**src/hdl/serial_slave_pkg.sv**
```systemverilog
// Constants and carrier types of the addressed serial slave
package serial_slave_pkg;
   localparam int unsigned CLK_HZ = 25_000_000;
   localparam int unsigned LINE_BAUD = 9600;
   localparam int unsigned BIT_CYCLES_DEF = CLK_HZ / LINE_BAUD;
   localparam int unsigned TIMER_W = 12;
   localparam int unsigned CODE_BITS = 7;
   localparam int unsigned FRAME_BITS = 8;
   localparam int unsigned RX_FIFO_DEPTH = 8;
   localparam int unsigned VALUE_W = 16;
   localparam logic [2:0] LAST_BIT = 3'h7;
   localparam logic [6:0] CH_STX = 7'h02;
   localparam logic [6:0] CH_ETX = 7'h03;
   localparam logic [6:0] CH_EOT = 7'h04;
   localparam logic [6:0] CH_ENQ = 7'h05;
   localparam logic [6:0] CH_ACK = 7'h06;
   localparam logic [6:0] CH_NAK = 7'h15;
   localparam logic [6:0] CH_DIGIT_0 = 7'h30;
   localparam logic [6:0] CH_DIGIT_9 = 7'h39;
   localparam logic [6:0] CH_EQUALS = 7'h3d;
   localparam logic [1:0] ADDR_TAG = 2'h2;
   localparam logic [4:0] NODE_ANY = 5'h00;
   localparam logic [4:0] NODE_MIN = 5'h01;
   localparam logic [4:0] NODE_MAX = 5'h1e;
   localparam logic [4:0] NODE_BCAST = 5'h1f;
   localparam logic [VALUE_W-1:0] VALUE_MAX = 16'hffff;
   localparam logic [VALUE_W-1:0] SPEED_FULL = 16'h1fff;
   localparam logic [VALUE_W-1:0] DECIMAL_BASE = 16'h000a;

   typedef struct packed {
      logic is_digit;
      logic is_ctrl;
      logic [CODE_BITS-1:0] code;
   } rx_char_t;

   typedef struct packed {
      logic last;
      logic [CODE_BITS-1:0] code;
   } tx_char_t;
endpackage : serial_slave_pkg

```
**src/hdl/bit_timer.sv**
```systemverilog
// Loadable down-counter that paces serial bit periods
`timescale 1ns/1ps
`default_nettype none
module bit_timer #(
   parameter int unsigned W = 12
) (
   input wire logic clk, // System clock
   input wire logic rst, // Synchronous reset
   input wire logic en, // Clock enable
   input wire logic load, // Restart count
   input wire logic [W-1:0] load_val, // Cycles minus one
   output logic zero // Count has expired
);
   logic [W-1:0] count_reg;

   generate
      if (W < 2) begin : g_bad_width
         $error("bit_timer width too small");
      end
   endgenerate

   always_ff @(posedge clk) begin
      if (rst) begin
         count_reg <= '0;
      end else if (en) begin
         if (load) begin
            count_reg <= load_val;
         end else if (count_reg != '0) begin
            count_reg <= count_reg - 1'b1;
         end
      end
   end

   assign zero = (count_reg == '0);
endmodule : bit_timer
`default_nettype wire

```
**src/hdl/char_fifo.sv**
```systemverilog
// Synchronous flip-flop FIFO with valid/ready on both sides
`timescale 1ns/1ps
`default_nettype none
module char_fifo #(
   parameter int unsigned WIDTH = 9,
   parameter int unsigned DEPTH = 8
) (
   input wire logic clk, // System clock
   input wire logic rst, // Synchronous reset
   input wire logic en, // Clock enable
   input wire logic in_valid, // Write request
   output logic in_ready, // Space available
   input wire logic [WIDTH-1:0] in_data, // Write data
   output logic out_valid, // Data available
   input wire logic out_ready, // Read accept
   output logic [WIDTH-1:0] out_data // Read data
);
   localparam int unsigned AW = (DEPTH > 1) ? $clog2(DEPTH) : 1;
   localparam logic [AW:0] FULL_COUNT = (AW + 1)'(DEPTH);
   localparam logic [AW-1:0] LAST_IDX = AW'(DEPTH - 1);

   logic [WIDTH-1:0] mem_reg [DEPTH];
   logic [AW-1:0] wr_idx_reg;
   logic [AW-1:0] rd_idx_reg;
   logic [AW:0] count_reg;
   logic push;
   logic pop;

   generate
      if (DEPTH < 2 || WIDTH < 1) begin : g_bad_shape
         $error("char_fifo depth below two");
      end
   endgenerate

   assign in_ready = (count_reg != FULL_COUNT);
   assign out_valid = (count_reg != '0);
   assign out_data = mem_reg[rd_idx_reg];
   assign push = in_valid && in_ready;
   assign pop = out_valid && out_ready;

   always_ff @(posedge clk) begin
      if (en && push) begin
         mem_reg[wr_idx_reg] <= in_data;
      end
   end

   always_ff @(posedge clk) begin
      if (rst) begin
         wr_idx_reg <= '0;
         rd_idx_reg <= '0;
         count_reg <= '0;
      end else if (en) begin
         if (push) begin
            wr_idx_reg <= (wr_idx_reg == LAST_IDX) ? '0 : wr_idx_reg + 1'b1;
         end
         if (pop) begin
            rd_idx_reg <= (rd_idx_reg == LAST_IDX) ? '0 : rd_idx_reg + 1'b1;
         end
         if (push && !pop) begin
            count_reg <= count_reg + 1'b1;
         end else if (pop && !push) begin
            count_reg <= count_reg - 1'b1;
         end
      end
   end
endmodule : char_fifo
`default_nettype wire

```
**src/hdl/addressed_ascii_serial_slave.sv**
```systemverilog
// Addressed ASCII serial slave: framing, addressing and answer gating
`timescale 1ns/1ps
`default_nettype none
// How it works
// - Both directions run at 9600 bit/s.
// - Transmit only inside an answer window opened by a request.
// - Requests to our own node address 1 to 30 are accepted.
// - Address 0 is accepted whatever our node address is.
// - Address 31 is broadcast and never opens an answer.
// - Address characters are 40h plus node number, 0 to 31.
// - Digits are 30h to 39h, equals sign 3Dh.
// - Controls STX 02h ETX 03h EOT 04h ENQ 05h ACK 06h NAK 15h.
// - Half duplex: no transmit while receiving.
// - Frame is start, seven code bits, even parity bit, stop.
// - Data bits go least significant first right after start.
// - Numeric values are decimal integers with no decimal point.
// - Speed values are 13 bit, full scale 8191.
// - Accepted request characters go out for command decoding.
// - Block check mismatch raises a sticky alarm, nothing else.
module addressed_ascii_serial_slave
   import serial_slave_pkg::*;
#(
   parameter int unsigned FIFO_DEPTH = RX_FIFO_DEPTH,
   parameter int unsigned BIT_CYCLES = BIT_CYCLES_DEF
) (
   input wire logic CLK, // System clock
   input wire logic RST, // Synchronous reset
   input wire logic CE, // Clock enable
   input wire logic [4:0] NODE_ADDRESS, // Node address setting
   input wire logic RXD, // Serial receive line
   output logic TXD, // Serial transmit line
   output logic TX_OE, // Line driver enable
   output rx_char_t RX_CHAR, // Accepted request character
   output logic RX_VALID, // RX_CHAR holds data
   input wire logic RX_READY, // RX_CHAR consumed
   input wire tx_char_t TX_CHAR, // Answer character
   input wire logic TX_VALID, // TX_CHAR offered
   output logic TX_READY, // TX_CHAR will be taken
   output logic RX_ERROR, // Framing or parity fault
   output logic RX_OVERRUN, // Character lost, buffer full
   output logic BLOCK_CHECK_ALARM, // Block check error alarm
   input wire logic ALARM_CLEAR, // Clears the alarm
   output logic REQ_BROADCAST, // Current request is broadcast
   output logic ANSWER_WINDOW, // Answer is permitted
   output logic [VALUE_W-1:0] VALUE, // Last decimal value
   output logic VALUE_STROBE, // VALUE updated
   output logic VALUE_IN_SCALE // VALUE within speed full scale
);
   localparam logic [TIMER_W-1:0] BIT_LOAD = TIMER_W'(BIT_CYCLES - 1);
   localparam logic [TIMER_W-1:0] HALF_LOAD = TIMER_W'(BIT_CYCLES / 2 - 1);

   typedef enum logic [1:0] {RX_IDLE, RX_START, RX_DATA, RX_STOP} rx_state_t;
   typedef enum logic [1:0] {TX_IDLE, TX_START, TX_DATA, TX_STOP} tx_state_t;
   typedef enum logic [2:0] {
      LINK_ADDR, LINK_SKIP, LINK_BODY, LINK_BCC, LINK_ANSWER
   } link_state_t;

   generate
      if (BIT_CYCLES < 4 || BIT_CYCLES >= (1 << TIMER_W)) begin : g_bad_rate
         $error("BIT_CYCLES out of timer range");
      end
      if (FIFO_DEPTH < 2) begin : g_bad_depth
         $error("FIFO_DEPTH below two");
      end
   endgenerate

   rx_state_t rx_state_reg;
   tx_state_t tx_state_reg;
   link_state_t link_state_reg;
   logic rxd_prev_reg;
   logic [FRAME_BITS-1:0] rx_shift_reg;
   logic [2:0] rx_cnt_reg;
   logic rx_done_reg;
   logic rx_good_reg;
   logic [FRAME_BITS-1:0] tx_shift_reg;
   logic [2:0] tx_cnt_reg;
   logic tx_last_reg;
   logic tx_sent_reg;
   logic txd_reg;
   logic tx_oe_reg;
   logic tx_ready_reg;
   logic [CODE_BITS-1:0] bcc_reg;
   logic alarm_reg;
   logic bcast_reg;
   logic push_reg;
   rx_char_t push_char_reg;
   logic rx_error_reg;
   logic overrun_reg;
   logic armed_reg;
   logic [VALUE_W-1:0] acc_reg;
   logic [VALUE_W-1:0] value_reg;
   logic value_strobe_reg;
   logic value_scale_reg;
   rx_char_t out_char_reg;
   logic out_valid_reg;
   logic rx_load;
   logic rx_zero;
   logic [TIMER_W-1:0] rx_load_val;
   logic tx_load;
   logic tx_zero;
   logic tx_take;
   logic [CODE_BITS-1:0] rx_code;
   logic rx_is_addr;
   logic [4:0] rx_node;
   logic own_valid;
   logic fifo_in_ready;
   logic fifo_out_valid;
   logic fifo_pop;
   rx_char_t fifo_out_data;
   logic [VALUE_W-1:0] digit_val;
   logic [VALUE_W+3:0] acc_wide;

   // Receive bit timing
   always_comb begin
      rx_load = 1'b0;
      rx_load_val = BIT_LOAD;
      unique case (rx_state_reg)
         RX_IDLE: begin
            rx_load = rxd_prev_reg && !RXD;
            rx_load_val = HALF_LOAD;
         end
         RX_START, RX_DATA: begin
            rx_load = rx_zero;
         end
         RX_STOP: begin
            rx_load = 1'b0;
         end
      endcase
   end

   bit_timer #(.W(TIMER_W)) u_rx_timer (
      .clk(CLK),
      .rst(RST),
      .en(CE),
      .load(rx_load),
      .load_val(rx_load_val),
      .zero(rx_zero)
   );

   assign tx_take = TX_VALID && tx_ready_reg;
   assign tx_load = tx_take || (tx_state_reg != TX_IDLE && tx_zero);

   bit_timer #(.W(TIMER_W)) u_tx_timer (
      .clk(CLK),
      .rst(RST),
      .en(CE),
      .load(tx_load),
      .load_val(BIT_LOAD),
      .zero(tx_zero)
   );

   // Receiver: start, eight data bits, stop
   always_ff @(posedge CLK) begin
      if (RST) begin
         rx_state_reg <= RX_IDLE;
         rxd_prev_reg <= 1'b1;
         rx_shift_reg <= '0;
         rx_cnt_reg <= '0;
         rx_done_reg <= 1'b0;
         rx_good_reg <= 1'b0;
      end else if (CE) begin
         rxd_prev_reg <= RXD;
         rx_done_reg <= 1'b0;
         unique case (rx_state_reg)
            RX_IDLE: begin
               if (rxd_prev_reg && !RXD) begin
                  rx_state_reg <= RX_START;
               end
            end
            RX_START: begin
               if (rx_zero) begin
                  rx_state_reg <= RXD ? RX_IDLE : RX_DATA;
                  rx_cnt_reg <= '0;
               end
            end
            RX_DATA: begin
               if (rx_zero) begin
                  rx_shift_reg <= {RXD, rx_shift_reg[FRAME_BITS-1:1]};
                  rx_cnt_reg <= rx_cnt_reg + 1'b1;
                  if (rx_cnt_reg == LAST_BIT) begin
                     rx_state_reg <= RX_STOP;
                  end
               end
            end
            RX_STOP: begin
               if (rx_zero) begin
                  rx_state_reg <= RX_IDLE;
                  rx_done_reg <= 1'b1;
                  rx_good_reg <= RXD && !(^rx_shift_reg);
               end
            end
         endcase
      end
   end

   assign rx_code = rx_shift_reg[CODE_BITS-1:0];
   assign rx_is_addr = (rx_code[6:5] == ADDR_TAG);
   assign rx_node = rx_code[4:0];
   assign own_valid = (NODE_ADDRESS >= NODE_MIN) && (NODE_ADDRESS <= NODE_MAX);

   // Request framing and addressing
   always_ff @(posedge CLK) begin
      if (RST) begin
         link_state_reg <= LINK_ADDR;
         bcast_reg <= 1'b0;
         push_reg <= 1'b0;
         push_char_reg <= '0;
         bcc_reg <= '0;
         rx_error_reg <= 1'b0;
      end else if (CE) begin
         push_reg <= 1'b0;
         rx_error_reg <= rx_done_reg && !rx_good_reg;
         push_char_reg.code <= rx_code;
         push_char_reg.is_digit <= rx_code >= CH_DIGIT_0 &&
            rx_code <= CH_DIGIT_9;
         push_char_reg.is_ctrl <= rx_code == CH_STX || rx_code == CH_ETX ||
            rx_code == CH_EOT || rx_code == CH_ENQ || rx_code == CH_ACK ||
            rx_code == CH_NAK;
         if (rx_done_reg && rx_good_reg) begin
            if (rx_code == CH_EOT) begin
               link_state_reg <= LINK_ADDR;
               bcast_reg <= 1'b0;
            end else begin
               unique case (link_state_reg)
                  LINK_ADDR: begin
                     if (rx_is_addr && ((own_valid && rx_node == NODE_ADDRESS)
                         || rx_node == NODE_ANY || rx_node == NODE_BCAST)) begin
                        link_state_reg <= LINK_BODY;
                        bcast_reg <= (rx_node == NODE_BCAST);
                        push_reg <= 1'b1;
                     end else if (rx_is_addr) begin
                        link_state_reg <= LINK_SKIP;
                     end
                  end
                  LINK_SKIP, LINK_ANSWER: begin
                  end
                  LINK_BODY: begin
                     push_reg <= 1'b1;
                     if (rx_code == CH_STX) begin
                        bcc_reg <= '0;
                     end else begin
                        bcc_reg <= bcc_reg ^ rx_code;
                     end
                     if (rx_code == CH_ETX) begin
                        link_state_reg <= LINK_BCC;
                     end else if (rx_code == CH_ENQ) begin
                        link_state_reg <= bcast_reg ? LINK_SKIP : LINK_ANSWER;
                     end
                  end
                  LINK_BCC: begin
                     push_reg <= 1'b1;
                     link_state_reg <= bcast_reg ? LINK_SKIP : LINK_ANSWER;
                  end
               endcase
            end
         end else if (link_state_reg == LINK_ANSWER && tx_sent_reg &&
                      tx_last_reg) begin
            link_state_reg <= LINK_SKIP;
         end
      end
   end

   // Block check alarm, set beats clear
   always_ff @(posedge CLK) begin
      if (RST) begin
         alarm_reg <= 1'b0;
      end else if (CE) begin
         if (rx_done_reg && rx_good_reg && link_state_reg == LINK_BCC &&
             rx_code != CH_EOT && rx_code != bcc_reg) begin
            alarm_reg <= 1'b1;
         end else if (ALARM_CLEAR) begin
            alarm_reg <= 1'b0;
         end
      end
   end

   // Decimal value after equals sign
   assign digit_val = VALUE_W'(push_char_reg.code - CH_DIGIT_0);
   assign acc_wide = (VALUE_W + 4)'(acc_reg) * (VALUE_W + 4)'(DECIMAL_BASE)
      + (VALUE_W + 4)'(digit_val);

   always_ff @(posedge CLK) begin
      if (RST) begin
         armed_reg <= 1'b0;
         acc_reg <= '0;
         value_reg <= '0;
         value_strobe_reg <= 1'b0;
         value_scale_reg <= 1'b1;
      end else if (CE) begin
         value_strobe_reg <= 1'b0;
         if (push_reg) begin
            if (push_char_reg.code == CH_EQUALS) begin
               armed_reg <= 1'b1;
               acc_reg <= '0;
            end else if (armed_reg && push_char_reg.is_digit) begin
               acc_reg <= (acc_wide > (VALUE_W + 4)'(VALUE_MAX)) ? VALUE_MAX :
                  acc_wide[VALUE_W-1:0];
            end else if (armed_reg) begin
               armed_reg <= 1'b0;
               value_reg <= acc_reg;
               value_strobe_reg <= 1'b1;
               value_scale_reg <= (acc_reg <= SPEED_FULL);
            end
         end
      end
   end

   char_fifo #(.WIDTH($bits(rx_char_t)), .DEPTH(FIFO_DEPTH)) u_rx_fifo (
      .clk(CLK),
      .rst(RST),
      .en(CE),
      .in_valid(push_reg),
      .in_ready(fifo_in_ready),
      .in_data(push_char_reg),
      .out_valid(fifo_out_valid),
      .out_ready(fifo_pop),
      .out_data(fifo_out_data)
   );

   assign fifo_pop = fifo_out_valid && (!out_valid_reg || RX_READY);

   // Output stage and overrun report
   always_ff @(posedge CLK) begin
      if (RST) begin
         out_valid_reg <= 1'b0;
         out_char_reg <= '0;
         overrun_reg <= 1'b0;
      end else if (CE) begin
         overrun_reg <= push_reg && !fifo_in_ready;
         if (fifo_pop) begin
            out_valid_reg <= 1'b1;
            out_char_reg <= fifo_out_data;
         end else if (RX_READY) begin
            out_valid_reg <= 1'b0;
         end
      end
   end

   // Transmitter
   always_ff @(posedge CLK) begin
      if (RST) begin
         tx_state_reg <= TX_IDLE;
         tx_shift_reg <= '0;
         tx_cnt_reg <= '0;
         tx_last_reg <= 1'b0;
         tx_sent_reg <= 1'b0;
         txd_reg <= 1'b1;
         tx_oe_reg <= 1'b0;
         tx_ready_reg <= 1'b0;
      end else if (CE) begin
         tx_sent_reg <= 1'b0;
         tx_ready_reg <= tx_state_reg == TX_IDLE && !tx_take &&
            link_state_reg == LINK_ANSWER && !tx_sent_reg &&
            rx_state_reg == RX_IDLE && !rx_done_reg;
         unique case (tx_state_reg)
            TX_IDLE: begin
               if (tx_take) begin
                  tx_state_reg <= TX_START;
                  tx_shift_reg <= {^TX_CHAR.code, TX_CHAR.code};
                  tx_last_reg <= TX_CHAR.last;
                  txd_reg <= 1'b0;
                  tx_oe_reg <= 1'b1;
               end
            end
            TX_START: begin
               if (tx_zero) begin
                  tx_state_reg <= TX_DATA;
                  txd_reg <= tx_shift_reg[0];
                  tx_shift_reg <= tx_shift_reg >> 1;
                  tx_cnt_reg <= '0;
               end
            end
            TX_DATA: begin
               if (tx_zero) begin
                  if (tx_cnt_reg == LAST_BIT) begin
                     tx_state_reg <= TX_STOP;
                     txd_reg <= 1'b1;
                  end else begin
                     txd_reg <= tx_shift_reg[0];
                     tx_shift_reg <= tx_shift_reg >> 1;
                     tx_cnt_reg <= tx_cnt_reg + 1'b1;
                  end
               end
            end
            TX_STOP: begin
               if (tx_zero) begin
                  tx_state_reg <= TX_IDLE;
                  tx_oe_reg <= 1'b0;
                  tx_sent_reg <= 1'b1;
               end
            end
         endcase
      end
   end

   assign TXD = txd_reg;
   assign TX_OE = tx_oe_reg;
   assign TX_READY = tx_ready_reg;
   assign RX_CHAR = out_char_reg;
   assign RX_VALID = out_valid_reg;
   assign RX_ERROR = rx_error_reg;
   assign RX_OVERRUN = overrun_reg;
   assign BLOCK_CHECK_ALARM = alarm_reg;
   assign REQ_BROADCAST = bcast_reg;
   assign ANSWER_WINDOW = (link_state_reg == LINK_ANSWER);
   assign VALUE = value_reg;
   assign VALUE_STROBE = value_strobe_reg;
   assign VALUE_IN_SCALE = value_scale_reg;
endmodule : addressed_ascii_serial_slave
`default_nettype wire

```
**config.mk**
```make
export PLATFORM = sky130hd
export DESIGN_NAME = addressed_ascii_serial_slave
export DESIGN_NICKNAME = d
export VERILOG_FILES = /design/src/hdl/serial_slave_pkg.sv /design/src/hdl/bit_timer.sv /design/src/hdl/char_fifo.sv /design/src/hdl/addressed_ascii_serial_slave.sv
export SDC_FILE = /design/constraint.sdc
export NUM_CORES = 1
export LEC_CHECK = 0
export BUFFER_PORTS_ARGS = -buffer_cell sky130_fd_sc_hd__buf_2
export CAP_MARGIN = 10
export CORE_MARGIN = 3
export CORE_UTILIZATION = 40
export DETAILED_ROUTE_END_ITERATION = 8
export PLACE_DENSITY = 0.65
export SETUP_SLACK_MARGIN = 0.1
export SLEW_MARGIN = 20
export SYNTH_ARGS = -nofsm -noshare
export SYNTH_HDL_FRONTEND = slang
export SYNTH_HIERARCHICAL = 1
export SYNTH_SLANG_ARGS = --single-unit
```
**constraint.sdc**
```tcl
create_clock -name CLK -period 3.5 [get_ports CLK]
set_input_delay 0.7 -clock CLK [delete_from_list [all_inputs] [get_ports CLK]]
set_output_delay 0.7 -clock CLK [all_outputs]
set_load 0.01 [all_outputs]
```
### Word-level counts from Yosys, hierarchy flattened

Memories as Yosys holds them, arrays and structs flattened. A register that Yosys moved wholly into a read port is not among the register bits.
Index checks and enable logic that the tools add are counted.

| storage, ports and cells | value |
|---|---|
| register bits | 128 |
| bits in writable memories | 72 |
| input bits | 20 |
| word-level logic and storage cells | 275 |
| memories | 1 |

| operators by class | value |
|---|---|
| add/sub/neg operators | 10 |
| multiply operators | 1 |
| $lt $le $gt $ge | 6 |
| equal/unequal tests | 41 |
| muxes and demuxes | 79 |
| bitwise operators | 4 |
| reduce and logical (&&, ||, !) cells | 98 |

Memories:

| memory | depth | width | read ports | clocked after memory_dff | wr ports | line | text |
|---|---|---|---|---|---|---|---|
| u_rx_fifo.mem_reg | 8 | 9 | 1 | 1 | 1 | char_fifo.sv:22 | `logic [WIDTH-1:0] mem_reg [DEPTH];` |

Operator list:

| operator | count |
|---|---|
| 12-bit 2-to-1 mux | 5 |
| 16-bit 2-to-1 mux | 3 |
| 3-bit 2-to-1 mux | 15 |
| 8-bit 2-to-1 mux | 4 |
| 1-bit logical AND | 28 |
| 1-bit 2-to-1 mux | 28 |
| 2-bit nonzero test | 13 |
| 12-bit logical NOT | 2 |
| 2-bit != test (second input constant) | 12 |
| 8-bit one-hot mux with 3 select lines | 1 |
| 12-bit nonzero test | 2 |
| 12-bit by 1-bit subtractor with 12-bit output (second input constant) | 2 |
| 2-bit 2-to-1 mux | 11 |
| 7-bit by 3-bit equality test with 1-bit output (second input constant) | 3 |
| 20-bit by 16-bit adder with 20-bit output | 1 |
| 20-bit by 16-bit greater-than comparator with 1-bit output (second input constant) | 1 |
| 5-bit AND reduction | 4 |
| 16-bit by 3-bit multiplier with 19-bit output (second input constant) | 1 |
| 6-bit AND reduction | 3 |
| 16-bit by 13-bit <= comparator with 1-bit output (second input constant) | 1 |
| 2-bit one-hot mux with 4 select lines | 2 |
| 2-bit AND reduction | 8 |
| 4-bit AND reduction | 4 |
| 3-bit equality test (second input constant) | 5 |
| other kinds (40) | 80 |

### Longest topological paths before layout

| depth | value |
|---|---|
| depth after elaboration | 10 |
| gate-level depth with buffers | 19 |
| mapped depth without buffers | 18 |

### Hierarchy

Netlist, hierarchy kept.

By module, submodules not included:

| module | times used | cells each | area an instance (um^2) |
|---|---|---|---|
| addressed_ascii_serial_slave | 1 | 782 | 6,324.8 |
| char_fifo | 1 | 177 | 3,460.8 |
| bit_timer | 2 | 108 | 853.3 |

### Worst setup path after synthesis

No wires, ideal clock.

| timing path | value |
|---|---|
| kind | register to register |
| start | register acc_reg[1] |
| end | register acc_reg[10] |
| library setup time | 0.132 ns |
| data arrival time | 3.663 ns |
| required time | 3.368 ns |
| setup slack | -0.295 ns |
| stages on the path, launching flop included | 20 |
| path buffers | 1 |
| cells stage by stage | dfxtp_1 ha_1 ha_1 fa_1 a21oi_2 o211ai_2 nand3_1 nand2_1 a21o_1 a21oi_1 xnor2_1 ha_1 nor3b_1 a21oi_1 o311ai_0 a21oi_1 o2111ai_4 buf_6 o21ai_1 a21oi_1 |

| on the way | value |
|---|---|
| cells in the longest elaborated chain, start to end | 6 |

RTL lines:

| what | line | text |
|---|---|---|
| start: declaration | addressed_ascii_serial_slave.sv:90 | `logic [VALUE_W-1:0] acc_reg;` |
| start signal: assignment | addressed_ascii_serial_slave.sv:296 | `acc_reg <= (acc_wide > (VALUE_W + 4)'(VALUE_MAX)) ? VALUE_MAX :` |
| 16-bit by 3-bit multiplier with 19-bit output (*) | addressed_ascii_serial_slave.sv:279 | `assign acc_wide = (VALUE_W + 4)'(acc_reg) * (VALUE_W + 4)'(DECIMAL_BASE)` |
| 20-bit by 16-bit adder with 20-bit output (*) | addressed_ascii_serial_slave.sv:280 | `+ (VALUE_W + 4)'(digit_val);` |
| 20-bit by 16-bit greater-than comparator with 1-bit output | addressed_ascii_serial_slave.sv:296 |  |
| 16-bit 2-to-1 mux (*) | addressed_ascii_serial_slave.sv:296 |  |
| 16-bit 2-to-1 mux (*) | addressed_ascii_serial_slave.sv:295 | `end else if (armed_reg && push_char_reg.is_digit) begin` |
| 16-bit 2-to-1 mux (*) | addressed_ascii_serial_slave.sv:292 | `if (push_char_reg.code == CH_EQUALS) begin` |

Mark *: on every way between the ends. The rest lies on a longest branch, timed or not. The select of a mux whose other input is x is not followed.
A chain may end at the register's enable or synchronous reset.

### Final worst setup path

| timing path | value |
|---|---|
| start | register acc_reg[1] |
| end | register acc_reg[2] |

Same word-level chain as after synthesis.

==> metrics.md <==
| Metric | Value |
|---|---|
| Syn Inst Count | 1175 |
| Die Footprint | 30800 µm² |
| Inserted Diodes | 0 |
| Post-synthesis sequential area ratio | 43.2% |
| DRT iter0 DRCs | 565 |
| Switching part of the total | 27.6% |
| Final hold slack | 0.448 ns |
| Yosys warnings | 6 |
| First-pass GRT wire length | 43.4 mm |
| Data arrival, critical path | roughly 4.3 ns |
| Sw Pwr | 1.65 mW |
| HPWL after DPL | roughly 18 mm |
| Syn_area_per_cell | about 9.8 µm² |
| Final cycle utilization of the critical path | 112% |
| Drt wl/cell | 15.9 µm |
| Number of global-route vias before repair | 8661 |
| Met3 Usage GRT | 3.29% |
| Max Buffers Root-to-Sink | 3 |
| Status | complete, but fails checks |
| Sequential share of power | between 40 and 50% |
| TritonCTS clock tree | yes |
| DRC | 0 |
| Critical path type | register to register |
| Hold Crit Depth | 3 |
| Layout area overhead | 19.7% |
| Met2 usage in global routing | 27.6% |
| CTS buffer count | 22 |
| Gate power share | 16.3% |
| Port Buffer Count | 55 |
| Final setup vio count | 16 |
| Dpl ws | -0.375 ns |
| Hold EP | tx_last_reg$_SDFFE_PP0P_ |
| CP Launch Type | register |
| Fin. Hold Viols | 0 |
| Max Fclk | 255 MHz |
| Distinct cells, synth | 74 |
| FP Rows | 61 |
| GP Congestion | 0.813 |
| Ys flop type | dfxtp_1 |
| Grt total ovfl | 0 |
| GR Util met1 | between 20% and 30% |
| Reg2reg start | acc_reg[1]$_SDFFE_PP0P_ |
| Internal Power | 4.32 mW |
| Root Driver | clkbuf_16 |
| Slew @ Worst Pin | 1.13 ns |
| Final ANT Viol Nets | 0 |
| Setup crit end kind | register |
| Via count | 9068 |
| Ys async rst share | 0% |
| Die W | ~180 µm |
| Reg2reg setup slack | -0.42 ns |
| Slew HR | 24.0% |
| Final nets | 1401 |
| Clock H-tree levels | 1 |
| Final worst setup slack | -0.418 ns |
| Post-Syn Area | 11500 µm² |
| Reg2Reg Depth | 21 |
| Clk slew on worst S/H paths | 0.06 ns |
| Worst Path Required | about 3.9 ns |
| Worst R2R End | acc_reg[2]$_SDFFE_PP0P_ |
| Largest net degree at the start of global routing | 62 |
| WL final | 26.9 mm |
| Die Ht | 176 µm |
| Initial antenna violation count | 0 |
| Post-synth EDFFs | 72 |
| Hold Path Class | primary input to register |
| Final Critical Period | 3.92 ns |
| Leakage Power | around 5.4 nW |
| Clock power share | 38.6% |
| Max_cap viols | 0 |
| I/O pin cnt | 56 |
| GRT Overall Usage | 16.9% |
| Sink Count | roughly 210 |
| Initial Util | 40.9% |
| VDD IR-drop max | 0.317 mV |
| Crit-path max FO | 6 |
| DR pass1 iterations | 5 |
| Pwr/cell area | 434 nW/µm² |
| Top Usage Layer GRT | met2 |
| Max reg flops | 72 |
| Worst Skew | 0.0178 ns |
| Pwr Total | 5.97 mW |
| Hold Startpoint | TX_CHAR[7] |
| Core ar. | ~28000 µm² |
| Flop and latch count out of synthesis | 212 |
| Max-slew violations | 0 |
| Clock Latency Late Sink | 0.51 ns |
| RSZ-0062 raised after global routing | yes |
| Layout cell share with drive strength beyond 1 | 20.5% |
| Failing checks | negative setup slack |
| DR vias/cell | between 5 and 6 |
[synth_stat cells, types with 4 or more instances]
library cell	count	area share, %
nand3b_1	7	0.46
nor4_1	11	0.60
nand2b_1	10	0.54
xnor2_1	29	2.2
nand2_1	147	4.8
or4_1	10	0.65
nor3_1	27	1.2
o21ai_0	33	1.4
buf_1	6	0.20
buf_6	4	0.39
a32oi_1	4	0.30
nand3_1	24	1.0
o21ai_1	22	0.96
nor3b_1	4	0.26
a22oi_1	5	0.33
o41ai_1	5	0.38
a211oi_1	13	0.85
buf_2	7	0.30
o211ai_1	9	0.59
nor2b_1	9	0.49
nand4_1	9	0.49
and2_1	6	0.33
mux2i_1	32	2.8
a21oi_1	116	5.1
ha_1	80	8.7
or3_1	4	0.22
xor2_1	17	1.3
mux4_1	18	4.1
o31ai_1	9	0.59
and3_1	5	0.27
mux2_2	12	1.2
a21o_1	5	0.33
nor2_1	101	3.3
o21a_1	4	0.26
a21oi_2	13	0.99
inv_1	37	1.2
edfxtp_1	72	19
clkbuf_1	38	1.2
dfxtp_1	140	24
a31oi_1	11	0.60
[placed cells by master, fill, tap and decap left out, drive strengths merged, types with 9 or more instances in the layout]
master,n
nand2,147
buf,143
dfxtp,140
a21oi,129
nor2,102
ha,80
edfxtp,72
o21ai,55
inv,38
mux2i,32
xnor2,29
clkbuf,28
nor3,27
nand3,26
mux4,18
xor2,17
conb,15
a211oi,15
mux2,12
a31oi,11
nor4,11
or4,11
o211ai,11
nand2b,10
o31ai,10
nor2b,9
nand4,9
[logic make-up after synthesis]
kind of cell / synth area share (%)
AND/OR/NAND/NOR: 15.8
buffers and inverters: 3.65
XOR/XNOR: 3.51
multiplexers: 8.08
AO/OA/AOI/OAI: 16.5
other: 0.0653
adder cells (fa/ha/maj): 9.23
flip-flops: 43.2
[repair_timing]
item                                    in CTS  in global routing
resized for setup                           27                 22
pin swaps                                   21                 22
buffers inserted                            12                  5
endpoints found under the hold margin        0                  0
hold buffers                                 0                  0
endpoints found under the setup margin      16                 16
cloned                                       1                  0
[layer usage]
layer | vias up | wire (µm)
met1 | 4314 | 12600
met5 | - | 0
met3 | 40 | 1400
li1 | 4526 | -
met4 | 0 | 564
met2 | 188 | 12400
[worst max-delay path by stage]
stage,start,to,slack (ns)
after floorplan,acc_reg[3]$_SDFFE_PP0P_,acc_reg[0]$_SDFFE_PP0P_,-0.02
after global placement,acc_reg[3]$_SDFFE_PP0P_,acc_reg[3]$_SDFFE_PP0P_,-0.26
after detailed placement,acc_reg[3]$_SDFFE_PP0P_,acc_reg[4]$_SDFFE_PP0P_,-0.38
after CTS,acc_reg[3]$_SDFFE_PP0P_,acc_reg[2]$_SDFFE_PP0P_,-0.27
after global routing,acc_reg[1]$_SDFFE_PP0P_,acc_reg[2]$_SDFFE_PP0P_,-0.57
final,acc_reg[1]$_SDFFE_PP0P_,acc_reg[2]$_SDFFE_PP0P_,-0.42
[worst max-delay path, cell delays in order (launching register included)]
cell,delay (ns)
dfxtp_4,0.35
ha_4,0.24
ha_4,0.17
fa_2,0.39
a21oi_4,0.18
o211ai_2,0.12
nand3_1,0.11
nand2_2,0.06
a21o_1,0.19
a21oi_2,0.15
xnor2_1,0.08
ha_1,0.35
buf_4,0.17
a21oi_4,0.19
o311ai_2,0.15
a21oi_2,0.18
buf_4,0.14
o2111ai_4,0.11
buf_12,0.19
buf_6,0.11
o21ai_2,0.10
a21oi_1,0.07
[per-stage QoR]
step | instance area [µm²] | std cells | utilization, % | setup TNS, ns
detailed placement | 12600 | 1634 | 44.9 | -4.74
global placement | 12600 | 1634 | 44.9 | -3.46
floorplan | 11600 | 1188 | - | -0.188
CTS | 13600 | 1687 | 48.4 | -3.92
finish | 13800 | 1692 | 49.0 | -6.08
global route | 13800 | 1692 | 49.0 | -8.74
[cell type report]
type | count | area (µm²)
Multi-Input combinational cell | 882 | 6450
Sequential cell | 212 | 4980
Clock buffer | 28 | 614
Fill cell | 2612 | 14300
Clock inverter | 12 | 108
Tap cell | 378 | 473
Timing Repair Buffer | 143 | 991
Inverter | 37 | 139
[power by group through the flow]
stage	Sequential (mW)	Clock (mW)	Combinational (mW)
after global placement	2.74	0	0.946
after floorplan	2.72	0	0.792
final	2.69	2.31	0.975
after CTS	2.69	2.37	0.973
after detailed placement	2.74	0	0.970
after global routing	2.70	2.48	1.09
No activity file was read; power rests on OpenSTA's default activity.
